File: src/mbcd_pkg.sv
// Package for the multi-bank clock divider: divide tables, field
// positions and the strap bundle shared by the top and its divider.
// Assumes one system clock that stands in for the VCO.
package mbcd_pkg;

   ////////////////////////////////////////////////////////////////////
   // Widths
   localparam int HALF_W   = 4;
   localparam int PER_W    = 5;
   localparam int NUM_FRZ  = 12;
   localparam int CNT_W    = 4;

   typedef logic [HALF_W-1:0] mbcd_half_t;
   typedef logic [PER_W-1:0]  mbcd_per_t;

   ////////////////////////////////////////////////////////////////////
   // Half periods, in prescaled VCO ticks, per select code
   localparam mbcd_half_t BANK_A_HALF [4] = '{4'h2, 4'h3, 4'h4, 4'h6};
   localparam mbcd_half_t BANK_B_HALF [4] = '{4'h2, 4'h3, 4'h4, 4'h5};
   localparam mbcd_half_t BANK_C_HALF [4] = '{4'h1, 4'h2, 4'h3, 4'h4};
   localparam mbcd_half_t LOOP_HALF   [8] = '{4'h2, 4'h3, 4'h4, 4'h5,
                                              4'h4, 4'h6, 4'h8, 4'hA};

   ////////////////////////////////////////////////////////////////////
   // Freeze bit positions in the serial word
   localparam int FRZ_A_LO = 0;
   localparam int FRZ_B_LO = 4;
   localparam int FRZ_C_LO = 8;
   localparam int FRZ_SYNC = 11;
   localparam logic [NUM_FRZ-1:0] FRZ_RESET = 12'hFFF;
   localparam logic [CNT_W-1:0]   LAST_BIT  = 4'hB;
   localparam logic               START_LVL = 1'b0;

   ////////////////////////////////////////////////////////////////////
   // Strap inputs that travel together
   typedef struct packed {
      logic       vco_halve_sel;
      logic [2:0] loop_ratio_sel;
      logic [1:0] bank_a_sel;
      logic [1:0] bank_b_sel;
      logic [1:0] bank_c_sel;
      logic       invert_sel;
      logic       loop_enable;
      logic       ref_source_sel;
      logic       test_ref_sel;
   } mbcd_sel_s;

   typedef enum logic [1:0] {
      SER_IDLE,
      SER_SHIFT,
      SER_LOAD
   } mbcd_ser_e;

endpackage

File: src/mbcd_divider.sv
// One output divider: even-ratio phase counter with a half period
// taken only at the end of a whole period.
// Assumes tick is an enable on sys_clk; each cycle it is high is one step.
`timescale 1ns/1ps
module mbcd_divider (
   // Clock and reset
   input  wire logic               sys_clk,
   input  wire logic               run_b,
   // Control
   input  wire logic               tick,
   input  wire mbcd_pkg::mbcd_half_t half_new,
   // Next-state view
   output logic                    level_d,
   output mbcd_pkg::mbcd_per_t     rem_d,
   output mbcd_pkg::mbcd_per_t     per_d
);

   mbcd_pkg::mbcd_half_t half_q;
   mbcd_pkg::mbcd_half_t half_d;
   mbcd_pkg::mbcd_per_t  phase_q;
   mbcd_pkg::mbcd_per_t  phase_d;
   mbcd_pkg::mbcd_per_t  per_q;

   assign per_q = {half_q, 1'b0};

   ////////////////////////////////////////////////////////////////////
   // Ratio is swapped only at a period wrap, so no runt or stretch
   always_comb begin
      phase_d = phase_q;
      half_d  = half_q;
      if (tick) begin
         if (phase_q == per_q - 5'h01) begin
            phase_d = 5'h00;
            half_d  = half_new;
         end else begin
            phase_d = phase_q + 5'h01;
         end
      end
   end

   assign per_d   = {half_d, 1'b0};
   assign level_d = (phase_d < {1'b0, half_d});
   assign rem_d   = per_d - phase_d;

   always_ff @(posedge sys_clk) begin
      if (!run_b) begin
         phase_q <= 5'h00;
         half_q  <= half_new;
      end else begin
         phase_q <= phase_d;
         half_q  <= half_d;
      end
   end

endmodule

File: src/mbcd_top.sv
// Control logic of the multi-bank clock divider: reference choice,
// bypass, prescaler, bank and loop dividers, freeze port, sync pulse.
// Assumes sys_clk stands in for the VCO; every pin is asynchronous.
//
// Notes on behaviour
// - VCO multiple set by loop ratio code; here sys_clk is the VCO, the code sets only loop return divide
// - Loop ratio code sets loop return divide
// - Halve select low adds divide by two
// - Each bank picks divider from its select
// - Bank ratio tables, halved when halve high
// - Loop enable low drives dividers from reference
// - Source select high picks differential reference
// - Test select picks reference zero or one
// - Master reset low resets, outputs off
// - Master reset high releases and enables outputs
// - Invert select flips bank C outputs 2,3
// - Serial line shifted on serial shift clock
// - Serial bits gate individual outputs
// - Zero start bit then twelve bits, rising edges
// - Bit map A, B, C1-3, sync pulse
// - Zero freezes low, one enables, no runts
// - Sync rise meets common A and C rise
`timescale 1ns/1ps
module mbcd_top (
   // Clock and reset
   input  wire logic                sys_clk,
   input  wire logic                rst_b,
   // Reference and loop pins
   input  wire logic                diff_ref_in,
   input  wire logic                ref_clk_0,
   input  wire logic                ref_clk_1,
   input  wire logic                loop_return_in,
   // Straps
   input  wire mbcd_pkg::mbcd_sel_s sel_pins,
   input  wire logic                master_reset_oe,
   // Serial freeze port
   input  wire logic                serial_shift_clock,
   input  wire logic                serial_in_line,
   // Clock outputs
   output logic [3:0]               bank_a_out,
   output logic [3:0]               bank_b_out,
   output logic [3:0]               bank_c_out,
   output logic                     loop_return_out,
   output logic                     coincidence_pulse_out,
   output logic                     loop_return_match
);

   ////////////////////////////////////////////////////////////////////
   // Pin synchronisers
   mbcd_pkg::mbcd_sel_s sel_m_q, sel_q;
   logic [5:0]          pin_m_q, pin_q;
   logic                mr_m_q, mr_q;
   logic                run_b;

   always_ff @(posedge sys_clk) begin
      if (!rst_b) begin
         sel_m_q <= '0;
         sel_q   <= '0;
         pin_m_q <= 6'h00;
         pin_q   <= 6'h00;
         mr_m_q  <= 1'b0;
         mr_q    <= 1'b0;
      end else begin
         sel_m_q <= sel_pins;
         sel_q   <= sel_m_q;
         pin_m_q <= {diff_ref_in, ref_clk_0, ref_clk_1, loop_return_in,
                     serial_shift_clock, serial_in_line};
         pin_q   <= pin_m_q;
         mr_m_q  <= master_reset_oe;
         mr_q    <= mr_m_q;
      end
   end

   // Whole core held while the master reset pin is low
   assign run_b = rst_b & mr_q;

   ////////////////////////////////////////////////////////////////////
   // Reference choice and VCO tick
   logic ref_d, ref_q, ref_rise, vco_tick, pre_q, halve_q, div_tick;

   always_comb begin
      if (sel_q.ref_source_sel)
         ref_d = pin_q[5];
      else if (sel_q.test_ref_sel)
         ref_d = pin_q[3];
      else
         ref_d = pin_q[4];
   end

   assign ref_rise = ref_d & ~ref_q;
   // Bypass: reference edges replace the VCO
   assign vco_tick = sel_q.loop_enable ? 1'b1 : ref_rise;
   assign div_tick = vco_tick & (halve_q | pre_q);

   always_ff @(posedge sys_clk) begin
      if (!run_b) begin
         ref_q   <= 1'b0;
         pre_q   <= 1'b0;
         halve_q <= 1'b0;
      end else begin
         ref_q <= ref_d;
         if (vco_tick) begin
            pre_q <= ~pre_q & ~halve_q;
            // Halve mode swapped only at a prescaler boundary
            if (!pre_q)
               halve_q <= sel_q.vco_halve_sel;
         end
      end
   end

   always_ff @(posedge sys_clk) begin
      if (!run_b)
         loop_return_match <= 1'b0;
      else if (ref_rise)
         loop_return_match <= pin_q[2];
   end

   ////////////////////////////////////////////////////////////////////
   // Dividers
   logic                lvl_a, lvl_b, lvl_c, lvl_f;
   mbcd_pkg::mbcd_per_t rem_a, rem_c, per_a, per_c, pf;

   mbcd_divider u_div_a (
      .sys_clk  (sys_clk),
      .run_b    (run_b),
      .tick     (div_tick),
      .half_new (mbcd_pkg::BANK_A_HALF[sel_q.bank_a_sel]),
      .level_d  (lvl_a),
      .rem_d    (rem_a),
      .per_d    (per_a)
   );

   mbcd_divider u_div_b (
      .sys_clk  (sys_clk),
      .run_b    (run_b),
      .tick     (div_tick),
      .half_new (mbcd_pkg::BANK_B_HALF[sel_q.bank_b_sel]),
      .level_d  (lvl_b),
      .rem_d    (),
      .per_d    ()
   );

   mbcd_divider u_div_c (
      .sys_clk  (sys_clk),
      .run_b    (run_b),
      .tick     (div_tick),
      .half_new (mbcd_pkg::BANK_C_HALF[sel_q.bank_c_sel]),
      .level_d  (lvl_c),
      .rem_d    (rem_c),
      .per_d    (per_c)
   );

   mbcd_divider u_div_f (
      .sys_clk  (sys_clk),
      .run_b    (run_b),
      .tick     (div_tick),
      .half_new (mbcd_pkg::LOOP_HALF[sel_q.loop_ratio_sel]),
      .level_d  (lvl_f),
      .rem_d    (),
      .per_d    ()
   );

   ////////////////////////////////////////////////////////////////////
   // Sync: low for the last fast period before a common A/C rise
   logic sync_d;

   assign pf     = (per_a < per_c) ? per_a : per_c;
   assign sync_d = ~((rem_a == rem_c) && (rem_a <= pf) && (rem_a != per_a));

   ////////////////////////////////////////////////////////////////////
   // Serial freeze port
   mbcd_pkg::mbcd_ser_e     ser_q;
   logic                    sclk_q, sclk_rise;
   logic [mbcd_pkg::CNT_W-1:0]   bit_q;
   logic [mbcd_pkg::NUM_FRZ-1:0] shift_q, frz_q;

   assign sclk_rise = pin_q[1] & ~sclk_q;

   always_ff @(posedge sys_clk) begin
      if (!run_b) begin
         ser_q   <= mbcd_pkg::SER_IDLE;
         sclk_q  <= 1'b0;
         bit_q   <= '0;
         shift_q <= '0;
         frz_q   <= mbcd_pkg::FRZ_RESET;
      end else begin
         sclk_q <= pin_q[1];
         case (ser_q)
            mbcd_pkg::SER_IDLE: begin
               if (sclk_rise && pin_q[0] == mbcd_pkg::START_LVL) begin
                  ser_q <= mbcd_pkg::SER_SHIFT;
                  bit_q <= '0;
               end
            end
            mbcd_pkg::SER_SHIFT: begin
               if (sclk_rise) begin
                  shift_q[bit_q] <= pin_q[0];
                  bit_q          <= bit_q + 4'h1;
                  if (bit_q == mbcd_pkg::LAST_BIT)
                     ser_q <= mbcd_pkg::SER_LOAD;
               end
            end
            mbcd_pkg::SER_LOAD: begin
               frz_q <= shift_q;
               ser_q <= mbcd_pkg::SER_IDLE;
            end
            default: ser_q <= mbcd_pkg::SER_IDLE;
         endcase
      end
   end

   ////////////////////////////////////////////////////////////////////
   // Output gating; enables move only while the raw level is low
   // Only the twelve freezable outputs; C0 and loop return stay outside
   logic [mbcd_pkg::NUM_FRZ-1:0] raw_d, en_q, gated_d;
   logic                         c2_d, c3_d;

   assign c2_d  = lvl_c ^ sel_q.invert_sel;
   assign c3_d  = lvl_c ^ sel_q.invert_sel;
   assign raw_d = {sync_d, c3_d, c2_d, lvl_c, {4{lvl_b}}, {4{lvl_a}}};

   always_ff @(posedge sys_clk) begin
      if (!run_b) begin
         en_q <= mbcd_pkg::FRZ_RESET;
      end else begin
         for (int i = 0; i < mbcd_pkg::NUM_FRZ; i++) begin
            if (!raw_d[i])
               en_q[i] <= frz_q[i];
         end
      end
   end

   assign gated_d = raw_d & en_q;

   always_ff @(posedge sys_clk) begin
      if (!run_b) begin
         bank_a_out            <= 4'h0;
         bank_b_out            <= 4'h0;
         bank_c_out            <= 4'h0;
         loop_return_out       <= 1'b0;
         coincidence_pulse_out <= 1'b0;
      end else begin
         bank_a_out            <= gated_d[mbcd_pkg::FRZ_A_LO +: 4];
         bank_b_out            <= gated_d[mbcd_pkg::FRZ_B_LO +: 4];
         // Bank C output 0 and loop return are never frozen
         bank_c_out            <= {gated_d[mbcd_pkg::FRZ_C_LO +: 3], lvl_c};
         loop_return_out       <= lvl_f;
         coincidence_pulse_out <= gated_d[mbcd_pkg::FRZ_SYNC];
      end
   end

endmodule

File: config.mk
export PLATFORM = sky130hd
export DESIGN_NAME = mbcd_top
export DESIGN_NICKNAME = d
export VERILOG_FILES = /design/src/mbcd_pkg.sv /design/src/mbcd_divider.sv /design/src/mbcd_top.sv
export SDC_FILE = /design/constraint.sdc
export NUM_CORES = 1
export LEC_CHECK = 0
export BUFFER_PORTS_ARGS = -buffer_cell sky130_fd_sc_hd__buf_2
export CELL_PAD_IN_SITES_DETAIL_PLACEMENT = 0
export CELL_PAD_IN_SITES_GLOBAL_PLACEMENT = 2
export CORE_MARGIN = 3
export CORE_UTILIZATION = 30
export CTS_CLUSTER_DIAMETER = 60
export DETAILED_ROUTE_END_ITERATION = 10
export PLACE_DENSITY_LB_ADDON = 0.08
export SLEW_MARGIN = 20
export SYNTH_ARGS = -nofsm -noshare
export SYNTH_HDL_FRONTEND = slang
export SYNTH_HIERARCHICAL = 1
export SYNTH_SLANG_ARGS = --single-unit
File: constraint.sdc
create_clock -name sys_clk -period 6.78 [get_ports sys_clk]
set_input_delay 0.678 -clock sys_clk [delete_from_list [all_inputs] [get_ports sys_clk]]
set_output_delay 0.678 -clock sys_clk [all_outputs]
set_load 0.05 [all_outputs]
# After elaboration in Yosys (flattened, before gate mapping)
# Memory sizes are Yosys's and may differ from the RTL's.
# Index checks and enable logic that the tools add are counted.
[totals] word_cells=158 register_bits=139 mem_bits_rw=0 latch_bits=0 inputBits=23 romBits=32 output_inout_bits=15 mem_count=1
[classes] reduce_logical=10 muxes=45 multipliers=0 n_shift=0 div=0 n_eq_ne=12 magnitude_cmp=12 bitwise_logic=18 n_addsub=11
[mem_list] memory="(no name shown)" words=8 width=4 read_ports=1 rd_clocked_by_memory_dff=0 write_ports=0 line="mbcd_top.sv:157" rtl=".half_new (mbcd_pkg::LOOP_HALF[sel_q.loop_ratio_sel]),"
[ops] operator="4-bit two-way mux" n=22
[ops] operator="5-bit two-way mux" n=9
[ops] operator="5-bit equality test" n=5
[ops] operator="4-bit binary-select mux with 2-bit select" n=3
[ops] operator="5-bit by 1-bit adder with 5-bit output (second input constant)" n=4
[ops] operator="5-bit by 4-bit less-than comparator with 1-bit output" n=4
[ops] operator="5-bit by 1-bit subtractor with 5-bit output (second input constant)" n=4
[ops] operator="12-bit AND" n=1
[ops] operator="12-bit bitwise mux" n=1
[ops] operator="5-bit subtractor" n=2
[ops] operator="3-bit >= comparator (second input constant)" n=3
[ops] operator="2-bit inverter with 3-bit output" n=3
[ops] operator="4-bit case mux with 2 select lines" n=1
[ops] operator="2-bit two-way mux" n=3
[ops] operator="2-bit inequality test (second input constant)" n=3
[ops] operator="1-bit inverter" n=6
[ops] operator="3-bit AND reduction" n=2
[ops] operator="1-bit AND" n=5
[ops] operator="5-bit less-or-equal comparator" n=1
[ops] operator="4-bit by 5-bit less-than comparator with 1-bit output (second input constant)" n=1
[ops] operator="5-bit less-than comparator" n=1
[ops] operator="5-bit inequality test" n=1
[ops] operator="4-bit by 1-bit adder with 4-bit output (second input constant)" n=1
[ops] operator="1-bit demux with 4-bit select" n=1
[ops] operator="14 further kinds" n=21

# Logic depth before layout (Yosys ltp)
[depth] depth_word=13 depth_mapped=24 depth_no_buf=21

# Modules after synthesis
# The synthesis kept the hierarchy.
[modules_own_cells] mod="mbcd_top" seq_area_each_um2=2062.0 cells_each=430 instances=1 area_each_um2=3926.3
[modules_own_cells] mod="mbcd_divider" seq_area_each_um2=180.2 cells_each=103 instances=4 area_each_um2=857.1

# Worst setup path before layout
# No wires, ideal clock.
[synth_path] path_kind="flip-flop to flip-flop" start="reg sel_q[0] (netlist name)" end="reg en_q[11] (netlist name)" stages_incl_launch_ff=23 t_required_ns=6.660 setup_ns=0.120 synth_period_minus_slack_ns=4.655 setup_slack_ns=2.125 path_buffers=3 arrival_ns=4.535 path_cell_list="dfxtp_1 -> mux2i_1 -> a211oi_2 -> nor2_1 -> nor2_1 -> clkbuf_1 -> nand2_1 -> nor4_4 -> and2_1 -> buf_2 -> mux2i_1 -> inv_1 -> ha_1 -> clkbuf_1 -> a32oi_1 -> nand2_1 -> a311oi_1 -> ha_1 -> a21oi_1 -> a21boi_0 -> o32ai_1 -> nand2_1 -> a211o_1"
[synth_via] elab_chain_len=11 elab_cells_between_ends=18 cone_classes="add/sub: 2; order compare: 2; eq/ne: 2; mux: 8; bitwise: 2; reduce/logical: 2"
[synth_lines] element="start: declaration" line="mbcd_top.sv:50" rtl="mbcd_pkg::mbcd_sel_s sel_m_q, sel_q;"
[synth_lines] element="start signal: assignment" line="mbcd_top.sv:65" rtl="sel_q <= sel_m_q;"
[synth_lines] element="1-bit two-way mux *" line="mbcd_top.sv:84" rtl="else if (sel_q.test_ref_sel)"
[synth_lines] element="1-bit two-way mux *" line="mbcd_top.sv:82" rtl="if (sel_q.ref_source_sel)"
[synth_lines] element="1-bit AND *" line="mbcd_top.sv:90" rtl="assign ref_rise = ref_d & ~ref_q;"
[synth_lines] element="1-bit two-way mux *" line="mbcd_top.sv:92" rtl="assign vco_tick = sel_q.loop_enable ? 1'b1 : ref_rise;"
[synth_lines] element="1-bit AND *" line="mbcd_top.sv:93" rtl="assign div_tick = vco_tick & (halve_q | pre_q);"
[synth_lines] element="via div_tick" line="mbcd_top.sv:79" rtl="logic ref_d, ref_q, ref_rise, vco_tick, pre_q, halve_q, div_tick;"
[synth_lines] element="4-bit two-way mux *" line="mbcd_divider.sv:31" rtl="if (tick) begin"
[synth_lines] element="via per_a[4]" line="mbcd_top.sv:121" rtl="mbcd_pkg::mbcd_per_t rem_a, rem_c, per_a, per_c, pf;"
[synth_lines] element="5-bit less-than comparator" line="mbcd_top.sv:167" rtl="assign pf = (per_a < per_c) ? per_a : per_c;"
[synth_lines] element="5-bit two-way mux" line="mbcd_top.sv:167"
[synth_lines] element="5-bit less-or-equal comparator" line="mbcd_top.sv:168" rtl="assign sync_d = ~((rem_a == rem_c) && (rem_a <= pf) && (rem_a != per_a));"
[synth_lines] element="1-bit logical AND" line="mbcd_top.sv:168"
[synth_lines] element="1-bit logical AND *" line="mbcd_top.sv:168"
[synth_lines] element="end signal: assignment" line="mbcd_top.sv:224" rtl="en_q <= mbcd_pkg::FRZ_RESET;"
[synth_lines] element="end signal: indexed assignment" line="mbcd_top.sv:228" rtl="en_q[i] <= frz_q[i];"
[synth_lines] element="end: declaration" line="mbcd_top.sv:215" rtl="logic [mbcd_pkg::NUM_FRZ-1:0] raw_d, en_q, gated_d;"
# Mark *: on every way through the listed nets, which the timed path passes. The rest lies on a longest branch.
# A chain may end at the register's enable or synchronous reset.

# Worst setup path in the final report
# Same ends and word-level chain as after synthesis.

==> summary.md <==
| Metric | Value |
|---|---|
| Hold Startpoint | sel_m_q[11]$_SDFF_PN0_ |
| Fin. Hold Viols | 0 |
| Max-slew violation count | 0 |
| CTS tree | built |
| H-tree depth | 4 |
| Netlist Area Pre-Place | between 0.006 and 0.007 mm² |
| Placer's final routability congestion estimate | roughly 0.76 |
| Largest net degree at the start of global routing | 52 |
| Die Span X | between 150 and 200 µm |
| DIE AREA | 0.0247 mm² |
| PortBufs | 37 |
| Reg2reg start | sel_q[0]$_SDFF_PN0_ |
| CP required | just over 7 ns |
| Met3 Routed Length | around 600 µm |
| Clock buffer count from CTS | 17 |
| Root Buffer | clkbuf_16 |
| Finished Layout Cells | between 1k and 1.5k |
| Worst-path clk slew | about 0.060 ns |
| Placed wire-length estimate | between 10 and 15 mm |
| CP startpoint kind | register |
| RSZ-0062 raised after global routing | false |
| Die Height | 157 µm |
| Initial antenna violation count | 0 |
| Slew @ Worst Pin | between 1 and 1.5 ns |
| Nets | 851 |
| Area occupied by multi-input gates | 0.00375 mm² |
| Area Growth Syn to Fin | 13.9% |
| Buffer count from post-CTS setup fixing | 0 |
| Hold Path Stages | 1 |
| Vias in the first global route | roughly 5k |
| # fillers | 2303 |
| Crit path DAT | 5.75 ns |
| Grt ovf | 0 |
| Fmax | 183 MHz |
| Static leakage | roughly 3.2 nW |
| Ant. Diodes | 0 |
| Met2 WL | 6.29 mm |
| Slew HR | 0.318 |
| Critical Path Most Common Cell | nand2_1 |
| Core area | 0.0222 mm² |
| Fin crit share | 0.804 |
| Cell at the slowest stage of the critical path | ha_1 |
| CTS sink cnt | 139 |
| Yosys warnings | 6 |
| Vias per cell | approximately 4.7 |
| Final instance area | 0.00781 mm² |
| Via count | around 5k |
| Min-Delay Path Class | reg2reg |
| Crit path largest cell delay | 0.52 ns |
| # setup viols final | 0 |
| Shortest period the worst path allows | around 5.5 ns |
| Row count | between 50 and 60 |
| First-pass GRT wire length | 25.5 mm |
| Antenna Violating Nets Remaining | 0 |
| Worst vdd rail ir drop | about 0.13 mV |
| Worst reg2reg path endpoint | en_q[11]$_SDFFE_PN1P_ |
| R2R Setup Slk | approximately 1.3 ns |
| Status | finished clean |
| Worst-Skew Late Latency | around 0.41 ns |
| Critical path class | reg2reg |
| # hold bufs at CTS | 0 |
| Placed inst area | approximately 0.0072 mm² |
| FF/Latch Area | ~0.0028 mm² |
| I/O pin total | 38 |
| Final Skew | a little over 0.009 ns |
| Avg Cell Area, Syn | between 8 and 9 µm² |
| Critical path endpoint category | register |
| CTS resizes | 0 |
| Highest metal used | met4 |
| DRC errors left | 0 |
| Hold Path End | sel_q[11]$_SDFF_PN0_ |
| Initial Util | 0.309 |
| Syn Inst Count | around 770 |
| Cell Chain, Critical Path | mux2i_1, a211oi_2, nor2_1, nor2_2, nand2_1, nor4_4, and2_1, mux2i_1, inv_1, ha_1, nor2_1, a32oi_1, nand2_1, a311oi_1, ha_1, a21oi_1, a21boi_0, o32ai_1, nand2_1, a211o_1 |
| Reg2Reg Depth | 20 |
| Final wirelength | approximately 15 mm |
| Power Density | roughly 250 mW/mm² |
| Worst-path maximum fanout | 12 |
| Wire length per cell | around 14 µm |
| Share of layout cells above drive strength 1 | 0.130 |
| DRT Pass-1 Iters | 4 |
| Final TNS setup | 0 ns |
| CTS Buffer Depth | 2 |
| GR Util All Layers | 0.129 |
| M1 WL | 8.04 mm |
| Max Cap Viol | 0 |
| Inst Count DP | approximately 1.1k |
| Starting DRC count in detailed routing | ~230 |
## power breakdown
group / switching [mW] / internal, mW / total [mW]
combinational: 0.0983 / 0.0752 / 0.174
sequential: 0.0155 / 0.837 / 0.852
clock: 0.363 / 0.543 / 0.906
## critical path: cells and delay by family, from the launching register on
kind | cells | cell delay [ns]
AOI/OAI and AO/OA | 7 | 1.64
adders and majority gates | 2 | 0.83
buffers and inverters | 1 | 0.17
DFF | 1 | 0.31
muxes | 2 | 0.51
and+or+nand+nor | 8 | 1.86
## registers in the layout, summed over array words and instances, names as in the netlist, 5 cells and up
| name | flops |
|---|---|
| sel_m_q | 14 |
| u_div_b/phase_q | 5 |
| sel_q | 14 |
| u_div_c/phase_q | 5 |
| frz_q | 12 |
| pin_m_q | 6 |
| shift_q | 12 |
| u_div_f/phase_q | 5 |
| u_div_a/phase_q | 5 |
| en_q | 12 |
| pin_q | 6 |
## layout by cell type (no fill, tap or decap), drive strengths merged, types with 13 or more instances in the layout
| cell | n |
|---|---|
| a21oi | 34 |
| and2 | 56 |
| buf | 40 |
| clkbuf | 18 |
| dfxtp | 139 |
| ha | 31 |
| inv | 39 |
| mux2i | 16 |
| nand2 | 109 |
| nand2b | 13 |
| nand3 | 41 |
| nor2 | 53 |
| nor3 | 16 |
| o21ai | 15 |
| xnor2 | 27 |
| xor2 | 31 |
## final cells by class
cell class / count / share of cell area
clock inverters: 14 / 0.0187
flip-flops and latches: 139 / 0.356
well taps: 280 / 0.0449
multi-input cells: 561 / 0.480
inverters: 38 / 0.0183
repair buffers: 40 / 0.0266
clock buffers: 18 / 0.0550
## how the worst max path moves through the flow
stage / startpoint / to / slack (ns) / cells past startpoint
2_1_floorplan: sel_q[0]$_SDFF_PN0_ / en_q[11]$_SDFFE_PN1P_ / 2.13 / 22
3_3_place_gp: sel_q[0]$_SDFF_PN0_ / en_q[11]$_SDFFE_PN1P_ / 1.49 / 20
3_5_place_dp: sel_q[0]$_SDFF_PN0_ / en_q[11]$_SDFFE_PN1P_ / 1.37 / 20
4_1_cts: sel_q[0]$_SDFF_PN0_ / en_q[11]$_SDFFE_PN1P_ / 1.34 / 20
5_1_grt: sel_q[0]$_SDFF_PN0_ / en_q[11]$_SDFFE_PN1P_ / 0.87 / 20
6_report: sel_q[0]$_SDFF_PN0_ / en_q[11]$_SDFFE_PN1P_ / 1.33 / 20
## stage by stage
| step | util | setup WS (ns) | hold slack [ns] | power, mW |
|---|---|---|---|---|
| 2_1_floorplan | - | 2.13 | 0.412 | 1.01 |
| 3_3_place_gp | 0.326 | 1.49 | 0.420 | 1.04 |
| 3_5_place_dp | 0.326 | 1.37 | 0.418 | 1.04 |
| 4_1_cts | 0.352 | 1.34 | 0.431 | 1.97 |
| 5_1_grt | 0.352 | 0.870 | 0.449 | 2.03 |
| 6_report | 0.352 | 1.33 | 0.433 | 1.93 |
## per-layer routing
layer / global-route usage / up-vias
met4: 0.0397 / 0
met5: 0 / -
met2: 0.192 / 91
met1: 0.183 / 2327
met3: 0.0349 / 13
li1: - / 2653
Power figures use the tool's default switching activity.
